===== src/verilog/mmc_consts.vh =====
// Constants for the memory map configuration register bank.
// Assumes a byte-addressed APB with 32-bit data, one register per word.
`ifndef MMC_CONSTS_VH
`define MMC_CONSTS_VH

// Register byte offsets
`define MMC_OFS_INPUT_GATING   12'h000
`define MMC_OFS_ACCESS_MAP     12'h004
`define MMC_OFS_SIZE_ID        12'h008
`define MMC_OFS_SECONDARY_ID   12'h00C
`define MMC_OFS_BUS_STATUS     12'h010

// Input gating register fields
`define MMC_GATE_ADDR          0
`define MMC_GATE_CTRL0         2
`define MMC_GATE_CTRL1         3
`define MMC_GATE_CTRL2         4
`define MMC_GATE_ALE           5
`define MMC_GATE_WRH           6
`define MMC_GATE_WMASK         8'h7D
`define MMC_GATE_RESET         8'h00

// Access map register fields
`define MMC_MAP_SRAM_FETCH     0
`define MMC_MAP_SEC_FETCH      1
`define MMC_MAP_PRI_FETCH      2
`define MMC_MAP_SEC_READ       3
`define MMC_MAP_PRI_READ       4
`define MMC_MAP_UNUSED         5
`define MMC_MAP_PERIPH         7
`define MMC_MAP_WMASK          8'h9F
`define MMC_MAP_CFG_LSB        1
`define MMC_MAP_CFG_MSB        4

// Identification field positions
`define MMC_ID0_FLASH_LSB      0
`define MMC_ID0_SRAM_LSB       4
`define MMC_ID1_SIZE_LSB       0
`define MMC_ID1_TYPE_LSB       4

// Memory regions of the 24-bit byte address space
`define MMC_ADDR_W             24
`define MMC_PRI_BASE           6'h00
`define MMC_PRI_TAG_LSB        18
`define MMC_PRI_SECT_LSB       15
`define MMC_SEC_BASE           10'h100
`define MMC_SEC_TAG_LSB        14
`define MMC_SEC_SECT_LSB       12
`define MMC_SRAM_BASE          12'h200
`define MMC_SRAM_TAG_LSB       12

`endif


===== src/verilog/mmc_sector_decode.v =====
// Sector select decode for primary flash, secondary flash and SRAM.
// Assumes strobes and address are synchronous to SYS_CLK.
`timescale 1ns/10ps
`default_nettype none
`include "mmc_consts.vh"

module mmc_sector_decode #(
  parameter PRI_SECTORS = 8,
  parameter SEC_SECTORS = 4
) (
  input  wire                      clk,
  input  wire                      srst,
  input  wire                      clk_en,
  input  wire [`MMC_ADDR_W-1:0]    addr,
  input  wire                      sep_mode,
  input  wire                      fetch_strobe,
  input  wire                      read_strobe,
  input  wire [7:0]                access_map,
  output reg  [PRI_SECTORS-1:0]    primary_sector_selects,
  output reg  [SEC_SECTORS-1:0]    secondary_sector_select,
  output reg                       sram_select
);

  wire [2:0] pri_idx;
  wire [1:0] sec_idx;
  wire       pri_hit;
  wire       sec_hit;
  wire       sram_hit;
  reg        pri_ok;
  reg        sec_ok;
  reg        sram_ok;
  reg  [PRI_SECTORS-1:0] next_pri;
  reg  [SEC_SECTORS-1:0] next_sec;

  assign pri_idx  = addr[`MMC_PRI_TAG_LSB-1:`MMC_PRI_SECT_LSB];
  assign sec_idx  = addr[`MMC_SEC_TAG_LSB-1:`MMC_SEC_SECT_LSB];
  assign pri_hit  = addr[`MMC_ADDR_W-1:`MMC_PRI_TAG_LSB] == `MMC_PRI_BASE;
  assign sec_hit  = addr[`MMC_ADDR_W-1:`MMC_SEC_TAG_LSB] ==
                    `MMC_SEC_BASE;
  assign sram_hit = addr[`MMC_ADDR_W-1:`MMC_SRAM_TAG_LSB] ==
                    `MMC_SRAM_BASE;

  // Map bits only count in separate program/data mode
  always @* begin
    if (sep_mode) begin
      sram_ok = read_strobe |
                (fetch_strobe & access_map[`MMC_MAP_SRAM_FETCH]);
      sec_ok  = (fetch_strobe & access_map[`MMC_MAP_SEC_FETCH]) |
                (read_strobe & access_map[`MMC_MAP_SEC_READ]);
      pri_ok  = (fetch_strobe & access_map[`MMC_MAP_PRI_FETCH]) |
                (read_strobe & access_map[`MMC_MAP_PRI_READ]);
    end else begin
      sram_ok = 1'b1;
      sec_ok  = 1'b1;
      pri_ok  = 1'b1;
    end
  end

  // One select per sector
  genvar i;
  generate
    for (i = 0; i < PRI_SECTORS; i = i + 1) begin : g_pri
      always @* begin
        next_pri[i] = pri_hit & pri_ok & (pri_idx == i);
      end
    end
    for (i = 0; i < SEC_SECTORS; i = i + 1) begin : g_sec
      always @* begin
        next_sec[i] = sec_hit & sec_ok & (sec_idx == i);
      end
    end
  endgenerate

  always @(posedge clk) begin
    if (srst) begin
      primary_sector_selects  <= {PRI_SECTORS{1'b0}};
      secondary_sector_select <= {SEC_SECTORS{1'b0}};
      sram_select             <= 1'b0;
    end else if (clk_en) begin
      primary_sector_selects  <= next_pri;
      secondary_sector_select <= next_sec;
      sram_select             <= sram_hit & sram_ok;
    end
  end

endmodule // mmc_sector_decode

`default_nettype wire


===== src/verilog/mmc_config_regs.v =====
// Configuration and identification register bank with APB slave,
// input gating toward the decode logic array and sector decode.
// Assumes all pins synchronous to SYS_CLK and an APB master on SYS_CLK.
//
// Implementation choices: the register offsets and the APB interface to the registers.
`timescale 1ns/10ps
`default_nettype none
`include "mmc_consts.vh"

// Contract
// - Each control input gate bit at 1 disconnects that input, 0 connects.
// - Address latch strobe gate at 1 cuts the strobe, 0 passes it.
// - High-byte write gate at 1 removes that strobe, 0 keeps it.
// - Separate mode takes A3-A0 from port F low, A7-A4 from bus upper.
// - Reset loads map bits 1-4 from config, clears bits 0 and 7.
// - Map bits 0-4 act only in separate program/data mode.
// - Map bit 0 lets program fetch reach SRAM.
// - Secondary memory: fetch needs bit 1, read needs bit 3.
// - Primary flash: fetch needs bit 2, read needs bit 4.
// - Map bit 7 enables port F peripheral mode; bit 5 unused, zero.
// - Size ID low nibble gives primary flash size code.
// - Size ID high nibble gives SRAM size code.
// - Secondary ID bits 3-0 give secondary memory size code.
// - Secondary ID bits 5-4 give type; bits 7-6 read zero.
// - Decode gives eight primary, four secondary, one SRAM select.
// - Address gate bit at 1 blocks low address byte, 0 connects.
// - Control gates at bits 4,3,2; strobe bit 5; high-byte write bit 6.
module mmc_config_regs #(
  parameter [3:0] PRIMARY_SIZE_CODE   = 4'h5,
  parameter [3:0] SRAM_SIZE_CODE      = 4'h3,
  parameter [3:0] SECONDARY_SIZE_CODE = 4'h2,
  parameter [1:0] SECONDARY_TYPE_CODE = 2'h0,
  parameter       PRI_SECTORS         = 8,
  parameter       SEC_SECTORS         = 4
) (
  input  wire                    SYS_CLK,
  input  wire                    SRST,
  input  wire                    CLK_EN,
  input  wire                    PSEL,
  input  wire                    PENABLE,
  input  wire                    PWRITE,
  input  wire [11:0]             PADDR,
  input  wire [31:0]             PWDATA,
  output reg  [31:0]             PRDATA,
  output wire                    PREADY,
  output wire                    PSLVERR,
  input  wire [3:0]              CFG_MAP_DEFAULT,
  input  wire                    CFG_SEP_MODE,
  input  wire [2:0]              BUS_CTRL_IN,
  input  wire                    ADDR_LATCH_STROBE,
  input  wire                    HIGH_BYTE_WRITE_STROBE,
  input  wire                    PROGRAM_FETCH_STROBE,
  input  wire                    READ_STROBE,
  input  wire [`MMC_ADDR_W-1:0]  BUS_ADDR,
  input  wire [3:0]              PORT_F_LOW_PINS,
  input  wire [7:4]              MUX_BUS_UPPER_LINES,
  output reg  [2:0]              DLA_BUS_CTRL,
  output reg                     DLA_ADDR_LATCH_STROBE,
  output reg                     DLA_HIGH_BYTE_WRITE,
  output reg  [7:0]              DLA_ADDR_LOW,
  output wire                    PORT_F_PERIPH_EN,
  output wire [PRI_SECTORS-1:0]  PRIMARY_SECTOR_SELECTS,
  output wire [SEC_SECTORS-1:0]  SECONDARY_SECTOR_SELECT,
  output wire                    SRAM_SELECT
);

  reg  [7:0]             pld_input_gating;
  reg  [7:0]             code_data_access_map;
  reg                    bad_addr;
  reg  [31:0]            next_rdata;
  reg                    next_bad;
  reg  [7:0]             next_addr_low;
  reg  [2:0]             next_ctrl;
  wire [7:0]             memory_size_id;
  wire [7:0]             secondary_memory_id;
  wire [7:0]             bus_status;
  wire [`MMC_ADDR_W-1:0] decode_addr;
  wire                   setup_phase;
  wire                   access_done;
  wire                   wr_done;

  // Identification values are fixed by build parameters
  assign memory_size_id = {SRAM_SIZE_CODE, PRIMARY_SIZE_CODE};
  assign secondary_memory_id = {2'b00, SECONDARY_TYPE_CODE,
                                SECONDARY_SIZE_CODE};
  assign bus_status = {7'h00, CFG_SEP_MODE};

  // APB handshake: no wait states while CLK_EN is high; read data comes from a flop loaded in the setup cycle
  assign setup_phase = PSEL & ~PENABLE & CLK_EN;
  assign PREADY      = PSEL & PENABLE & CLK_EN;
  assign access_done = PREADY;
  assign wr_done     = access_done & PWRITE & ~bad_addr;
  assign PSLVERR     = access_done & bad_addr;

  // Read mux and address check, captured in the setup cycle
  always @* begin
    next_rdata = 32'h0000_0000;
    next_bad   = 1'b0;
    if (PADDR == `MMC_OFS_INPUT_GATING) begin
      next_rdata[7:0] = pld_input_gating;
    end else if (PADDR == `MMC_OFS_ACCESS_MAP) begin
      next_rdata[7:0] = code_data_access_map;
    end else if (PADDR == `MMC_OFS_SIZE_ID) begin
      next_rdata[7:0] = memory_size_id;
    end else if (PADDR == `MMC_OFS_SECONDARY_ID) begin
      next_rdata[7:0] = secondary_memory_id;
    end else if (PADDR == `MMC_OFS_BUS_STATUS) begin
      next_rdata[7:0] = bus_status;
    end else begin
      next_bad = 1'b1;
    end
  end

  always @(posedge SYS_CLK) begin
    if (SRST) begin
      PRDATA   <= 32'h0000_0000;
      bad_addr <= 1'b0;
    end else if (setup_phase) begin
      PRDATA   <= PWRITE ? 32'h0000_0000 : next_rdata;
      bad_addr <= next_bad;
    end
  end

  // Writable registers; ID and status offsets ignore writes
  always @(posedge SYS_CLK) begin
    if (SRST) begin
      pld_input_gating <= `MMC_GATE_RESET;
      code_data_access_map <= 8'h00;
      code_data_access_map[`MMC_MAP_CFG_MSB:`MMC_MAP_CFG_LSB] <=
        CFG_MAP_DEFAULT;
    end else if (wr_done) begin
      if (PADDR == `MMC_OFS_INPUT_GATING) begin
        pld_input_gating <= PWDATA[7:0] & `MMC_GATE_WMASK;
      end else if (PADDR == `MMC_OFS_ACCESS_MAP) begin
        // Unused bits are forced to zero so reads stay clean
        code_data_access_map <= PWDATA[7:0] & `MMC_MAP_WMASK;
      end
    end
  end

  assign PORT_F_PERIPH_EN = code_data_access_map[`MMC_MAP_PERIPH];

  // Address byte source depends on the bus mode
  always @* begin
    if (CFG_SEP_MODE) begin
      next_addr_low = {MUX_BUS_UPPER_LINES, PORT_F_LOW_PINS};
    end else begin
      next_addr_low = BUS_ADDR[7:0];
    end
  end

  // Per control input gate
  genvar c;
  generate
    for (c = 0; c < 3; c = c + 1) begin : g_ctrl
      always @* begin
        next_ctrl[c] = BUS_CTRL_IN[c] &
                       ~pld_input_gating[`MMC_GATE_CTRL0 + c];
      end
    end
  endgenerate

  // Gated inputs toward the decode array; a blocked input holds low,
  // which stops toggling and so saves power downstream
  always @(posedge SYS_CLK) begin
    if (SRST) begin
      DLA_BUS_CTRL          <= 3'b000;
      DLA_ADDR_LATCH_STROBE <= 1'b0;
      DLA_HIGH_BYTE_WRITE   <= 1'b0;
      DLA_ADDR_LOW          <= 8'h00;
    end else if (CLK_EN) begin
      DLA_BUS_CTRL          <= next_ctrl;
      DLA_ADDR_LATCH_STROBE <= ADDR_LATCH_STROBE &
                               ~pld_input_gating[`MMC_GATE_ALE];
      DLA_HIGH_BYTE_WRITE   <= HIGH_BYTE_WRITE_STROBE &
                               ~pld_input_gating[`MMC_GATE_WRH];
      DLA_ADDR_LOW          <= pld_input_gating[`MMC_GATE_ADDR] ?
                               8'h00 : next_addr_low;
    end
  end

  // Sector decode sees the gated low byte, so blocked address bits
  // read as zero; the sector fields sit above bit 11 and are unaffected
  assign decode_addr = {BUS_ADDR[`MMC_ADDR_W-1:8],
                        pld_input_gating[`MMC_GATE_ADDR] ?
                        8'h00 : next_addr_low};

  mmc_sector_decode #(
    .PRI_SECTORS (PRI_SECTORS),
    .SEC_SECTORS (SEC_SECTORS)
  ) u_decode (
    .clk                     (SYS_CLK),
    .srst                    (SRST),
    .clk_en                  (CLK_EN),
    .addr                    (decode_addr),
    .sep_mode                (CFG_SEP_MODE),
    .fetch_strobe            (PROGRAM_FETCH_STROBE),
    .read_strobe             (READ_STROBE),
    .access_map              (code_data_access_map),
    .primary_sector_selects  (PRIMARY_SECTOR_SELECTS),
    .secondary_sector_select (SECONDARY_SECTOR_SELECT),
    .sram_select             (SRAM_SELECT)
  );

endmodule // mmc_config_regs

`default_nettype wire


===== config.mk =====
export PLATFORM = sky130hd
export DESIGN_NAME = mmc_config_regs
export DESIGN_NICKNAME = d
export VERILOG_FILES = /design/src/verilog/mmc_sector_decode.v /design/src/verilog/mmc_config_regs.v
export VERILOG_INCLUDE_DIRS = /design/src /design/src/verilog
export SDC_FILE = /design/constraint.sdc
export NUM_CORES = 1
export LEC_CHECK = 0
export BUFFER_PORTS_ARGS = -buffer_cell sky130_fd_sc_hd__buf_2
export CAP_MARGIN = 20
export CELL_PAD_IN_SITES_DETAIL_PLACEMENT = 0
export CELL_PAD_IN_SITES_GLOBAL_PLACEMENT = 1
export CORE_MARGIN = 2
export CORE_UTILIZATION = 32
export DETAILED_ROUTE_END_ITERATION = 16
export PLACE_DENSITY_LB_ADDON = 0.1
export SLEW_MARGIN = 5
export SYNTH_ARGS = -nofsm -noshare
export SYNTH_HDL_FRONTEND = slang
export SYNTH_SLANG_ARGS = --single-unit
export TNS_END_PERCENT = 10

===== constraint.sdc =====
create_clock -name SYS_CLK -period 2.9 [get_ports SYS_CLK]
set_input_delay 0.435 -clock SYS_CLK [delete_from_list [all_inputs] [get_ports SYS_CLK]]
set_output_delay 0.435 -clock SYS_CLK [all_outputs]
set_load 0.02 [all_outputs]

## Word level (Yosys, flattened, before mapping)

Cells that the tools add are included.

- Register bits: 71
- Logic and storage cells: 101
- Output and inout bits: 61
- Input bits: 94

- Bitwise logic cells: 43
- Reductions and logical operators: 9
- Muxes and demuxes: 20
- Eq/ne operators: 17

Operators with widths:

| cell | number |
|---|---|
| $mux 8 | 5 |
| $and 1x1->1 | 32 |
| $eq 12x4->1 const B | 2 |
| $mux 5 | 4 |
| $eq 12x10->1 const B | 1 |
| $eq 12x3->1 const B | 1 |
| $eq 12x5->1 const B | 1 |
| $eq 3x3->1 const B | 4 |
| $logic_not 12->1 | 1 |
| $eq 10x9->1 const B | 1 |
| $mux 1 | 9 |
| $not 1->1 | 8 |
| $eq 3x2->1 const B | 2 |
| $logic_not 6->1 | 1 |
| $mux 6 | 1 |
| $reduce_and 3->1 | 2 |
| $eq 2x2->1 const B | 2 |
| $reduce_bool 2->1 | 2 |
| $eq 3x1->1 const B | 1 |
| $logic_not 3->1 | 1 |
| $or 1x1->1 | 3 |
| $eq 2x1->1 const B | 1 |
| $logic_not 2->1 | 1 |
| $mux 2 | 1 |
| other kinds (2) | 2 |

## Depth between registers and ports, before layout

- Depth in word-level cells: 7
- Mapped depth: 5
- Mapped depth without buffers: 4

## By module

A second synthesis with hierarchy kept.

- Cell total of the unflattened synthesis: 267
- Area, all modules: 2401.1 sq um

By module, submodules not included:

| module | area each (sq um) | cells each | seq. area each (sq um) | instances |
|---|---|---|---|---|
| mmc_config_regs | 1834.3 | 207 | 720.7 | 1 |
| mmc_sector_decode | 566.8 | 60 | 260.2 | 1 |

## Worst setup path before layout

Ideal clock, no wire load.

- Path kind: in2reg
- From: input PENABLE
- To: register code_data_access_map[1], enable pin
- Arrival: 1.412 ns
- Cell stages on the path: 4
- Setup time: 0.311 ns
- Data required time: 2.589 ns
- Slack: 1.176 ns
- Buffers on the path: 0
- Path through: and3_1 -> nand3b_1 -> nand3b_1 -> nand2b_1

- Cells in the longest elaborated chain, start to end: 6

RTL lines:

| item | line | text |
|---|---|---|
| from (decl) | mmc_config_regs.v:40 | `input wire PENABLE,` |
| $and 1x1->1 (2 in series) | mmc_config_regs.v:90 | `assign PREADY = PSEL & PENABLE & CLK_EN;` |
| $and 1x1->1 (2 in series) | mmc_config_regs.v:92 | `assign wr_done = access_done & PWRITE & ~bad_addr;` |
| $reduce_bool 2->1 (no line) | - |  |
| $reduce_and 3->1 (no line) | - |  |
| to (signal, indexed assignment) | mmc_config_regs.v:129 | `` code_data_access_map[`MMC_MAP_CFG_MSB:`MMC_MAP_CFG_LSB] <= `` |
| to (signal assigned) | mmc_config_regs.v:136 | `` code_data_access_map <= PWDATA[7:0] & `MMC_MAP_WMASK; `` |
| to (decl) | mmc_config_regs.v:68 | `reg [7:0] code_data_access_map;` |

Every way passes these cells.
A chain may end at the register's enable or synchronous reset.

## Worst setup path in the final report

- From: input PADDR[9]
- To: register code_data_access_map[4], enable pin

- Cells in the longest elaborated chain, start to end: 3

RTL lines:

| item | line | text |
|---|---|---|
| from (decl) | mmc_config_regs.v:42 | `input wire [11:0] PADDR,` |
| $eq 12x3->1 (no line) / $logic_not 12->1 (equally long branches) | - |  |
| $reduce_bool 2->1 (no line) / $ne 2x2->1 (equally long branches) | - |  |
| $reduce_and 3->1 (no line) (*) | - |  |

Mark *: on every way between the ends. The rest lies on a longest branch, timed or not.

==> impl_metrics.env <==
export IMPL_required_ns=2.90
export IMPL_tightest_slew_ns=0.583
export IMPL_p_leak_uw=0.00134
export IMPL_cts_resized=0
export IMPL_hold_violations=0
export IMPL_finalSetupViolCount=0
export IMPL_root_buffer="clkbuf_8"
export IMPL_max_freq_mhz=566
export IMPL_track_usage_pct=14.6
export IMPL_clk_pin_slew_ns=0.08
export IMPL_grt_pass1_wl_mm=9.92
export IMPL_worstSetupEndpointType="flop"
export IMPL_antenna_found_initial=0
export IMPL_port_buffers=102
export IMPL_fin_skew_ns=0.00762
export IMPL_diodes=0
export IMPL_hpwl_mm=4.79
export IMPL_p_per_area_nw_per_um2=424
export IMPL_post_cts_buffers=0
export IMPL_fin_nets=470
export IMPL_grt_max_degree=38
export IMPL_finalWeightedCongestion=0.717
export IMPL_crit_arrival_ns=1.77
export IMPL_grt_setup_unrepaired="false"
export IMPL_worstHoldPathCells=3
export IMPL_path_class="in -> reg"
export IMPL_grt_overflow=0
export IMPL_crit_end="code_data_access_map[4]$_DFFE_PP_"
export IMPL_crit_chain="buf_2 -> nor4_4 -> and3_1 -> nand3b_1 -> nand2b_1"
export IMPL_setup_tns_ns=0
export IMPL_netlist_instances=280
export IMPL_dieArea_um2=8330
export IMPL_viasPerCell=4.62
export IMPL_tritoncts="yes"
export IMPL_crit_path_top_delay_cell="nor4_4"
export IMPL_synthToLayoutAreaGrowth_pct=24.0
export IMPL_core_rowCount=31
export IMPL_die_h_um=91.3
export IMPL_ys_ff_latch=47
export IMPL_cp_start_kind="primary input"
export IMPL_period_share_pct=60.9
export IMPL_status="finished, final reports clean"
export IMPL_finalWirelength_mm=6.29
export IMPL_vias=2200
export IMPL_drc=0
export IMPL_yosysUniqueCellTypes=40
export IMPL_fp_dieW_um=91.3
export IMPL_r2r_start="bad_addr$_SDFFE_PP0P_"
export IMPL_ant_nets=0
export IMPL_clkLatencyLatePin_ns=0.30
export IMPL_wl_per_cell_um=13.2
export IMPL_relSlewSlack_pct=60.8
export IMPL_avgSynthCellArea_um2=8.70
export IMPL_r2r_end="code_data_access_map[4]$_DFFE_PP_"
export IMPL_numClockSinks=47
export IMPL_multi_input_area_um2=1270
export IMPL_min_path_type="in -> reg"
export IMPL_io_pin_count=155
export IMPL_first_pass_iters=4
export IMPL_drive_gt1_share_pct=32.9
export IMPL_maxSlewViolCount=0
export IMPL_post_route_util_pct=41.2
export IMPL_syn_cell_area_um2=2440
export IMPL_numCtsBuffers=5
export IMPL_max_stage_delay_ns=0.37
export IMPL_seq_area_um2=981
export IMPL_cts_htree_levels=2
export IMPL_period_needed_ns=1.77
export IMPL_yosysSeqAreaShare_pct=40.3
export IMPL_ir_worst_vdd_uv=190
export IMPL_nFillCells=800
export IMPL_ys_warn_count=0
export IMPL_hold_buffers=0
export IMPL_clk_path_buf_depth=2
export IMPL_grt_pass1_vias=2061
export IMPL_worstPathMaxFanout=7
export IMPL_drtIter0Drc=71
export IMPL_r2r_slack_ns=1.21
export IMPL_start_util_pct=33.2
export IMPL_startpoint="PADDR[9]"
export IMPL_core_um2=7330
export IMPL_timing_reg2reg_worst_path_depth=3
export IMPL_drv_cap=0
export IMPL_power_total_uw=1280
[cell usage after synthesis]
cell      instances  share of area (%)
or4b_1            1               0.41
and4b_1           1               0.41
nor3b_1           1               0.31
nand4b_1          3                1.1
inv_1             9                1.4
or2_1             1               0.26
o41ai_1           3                1.1
buf_1             1               0.15
nand2_1          16                2.5
and2_1            1               0.26
a22oi_1           4                1.2
dfxtp_1          43                 35
nand4_4           1               0.87
nor3_2            1               0.41
a21boi_0          2               0.62
o32ai_1           8                2.9
nor3_4            1               0.67
mux2_2            8                3.7
nand3b_1         12                3.7
and3_1            2               0.51
and3b_1           3                1.1
o21ai_0          21                4.3
nor4_4            1               0.87
nand3_1           3               0.62
nor2b_1          16                4.1
mux2i_1           2               0.82
nand4_1           4                1.0
buf_2             1               0.21
nand2b_1         21                5.4
nor4bb_1          1               0.41
edfxtp_1          4                4.9
nor2_1           21                3.2
a21oi_1          21                4.3
a311oi_1          1               0.36
clkbuf_1         11                1.7
or4_1             1               0.31
buf_4            25                7.7
nor4_1            2               0.51
conb_1            1               0.15
nor3_1            1               0.21
[sequential cells by signal, summed over array words and instances, names as in the netlist]
| register | cells |
|---|---|
| DLA_HIGH_BYTE_WRITE | 1 |
| code_data_access_map | 6 |
| u_decode.sram_select | 1 |
| u_decode.primary_sector_selects | 8 |
| PRDATA | 8 |
| bad_addr | 1 |
| u_decode.secondary_sector_select | 4 |
| pld_input_gating | 6 |
| DLA_BUS_CTRL | 3 |
| DLA_ADDR_LATCH_STROBE | 1 |
| DLA_ADDR_LOW | 8 |
[stage by stage]
stage / hold slack [ns] / instances / setup WS (ns) / instance area [um2]
after floorplan: 0.466 / 303 / 1.18 / 2520
after global placement: 0.431 / 468 / 0.819 / 2930
after detailed placement: 0.438 / 468 / 0.819 / 2930
after CTS: 0.377 / 476 / 1.14 / 3020
after global routing: 0.404 / 476 / 1.02 / 3020
final: 0.387 / 476 / 1.13 / 3020
[cells in the final DEF (no fill, tap or decap), drive strengths merged, types with 4 or more instances in the layout]
master and instances:
nor2b 16, inv 10, nand4 5, nand3b 12
dfxtp 43, nor2 21, o21ai 21, a21oi 21
nand2 16, a22oi 4, buf 104, mux2 8
o32ai 8, conb 24, edfxtp 4, nand2b 21
clkbuf 5
[layout make-up]
type | instances | area share (%)
timing repair buffer | 104 | 17.4
clock inverter | 3 | 0.621
multi-input combinational | 209 | 42.0
clock buffer | 5 | 2.28
tap | 99 | 4.10
inverter | 9 | 1.12
sequential | 47 | 32.5
[worst min-delay path by stage]
stage	startpoint	to
after CTS	BUS_CTRL_IN[1]	DLA_BUS_CTRL[1]$_SDFFE_PP0P_
final	PWDATA[5]	pld_input_gating[5]$_SDFFE_PP0P_
after global placement	PRDATA[5]$_SDFFE_PP0P_	PRDATA[5]$_SDFFE_PP0P_
after detailed placement	PRDATA[5]$_SDFFE_PP0P_	PRDATA[5]$_SDFFE_PP0P_
after floorplan	code_data_access_map[0]$_SDFFE_PP0P_	code_data_access_map[0]$_SDFFE_PP0P_
after global routing	PWDATA[7]	code_data_access_map[7]$_SDFFE_PP0P_
[where the power goes]
| part | internal (uW) | switching (uW) | total [uW] | leakage, uW |
|---|---|---|---|---|
| Sequential | 670 | 7.34 | 678 | 0.000387 |
| Clock | 169 | 231 | 400 | 0.0000445 |
| Combinational | 78.0 | 125 | 203 | 0.000903 |
| Total | 917 | 363 | 1280 | 0.00134 |
[critical path: cells and delay by family]
family	cells	cell delay, ns
buffers and inverters	1	0.11
and+or+nand+nor	4	1.21
[per-layer routing]
metal  global-route usage [%]  wire length, um  up-vias
met5                        0                0        -
met2                     24.0             2770       93
met3                     3.15              457        5
met4                     3.79               68        0
met1                     19.6             3000      977
li1                         -                -     1125
[logic make-up after synthesis]
logic type,share of synthesized area (%)
compound gates,14.8
buf+inv,11.1
flops,40.3
mux,4.52
other cells,0.154
simple gates,29.1
No activity file was read; power rests on OpenSTA's default activity.
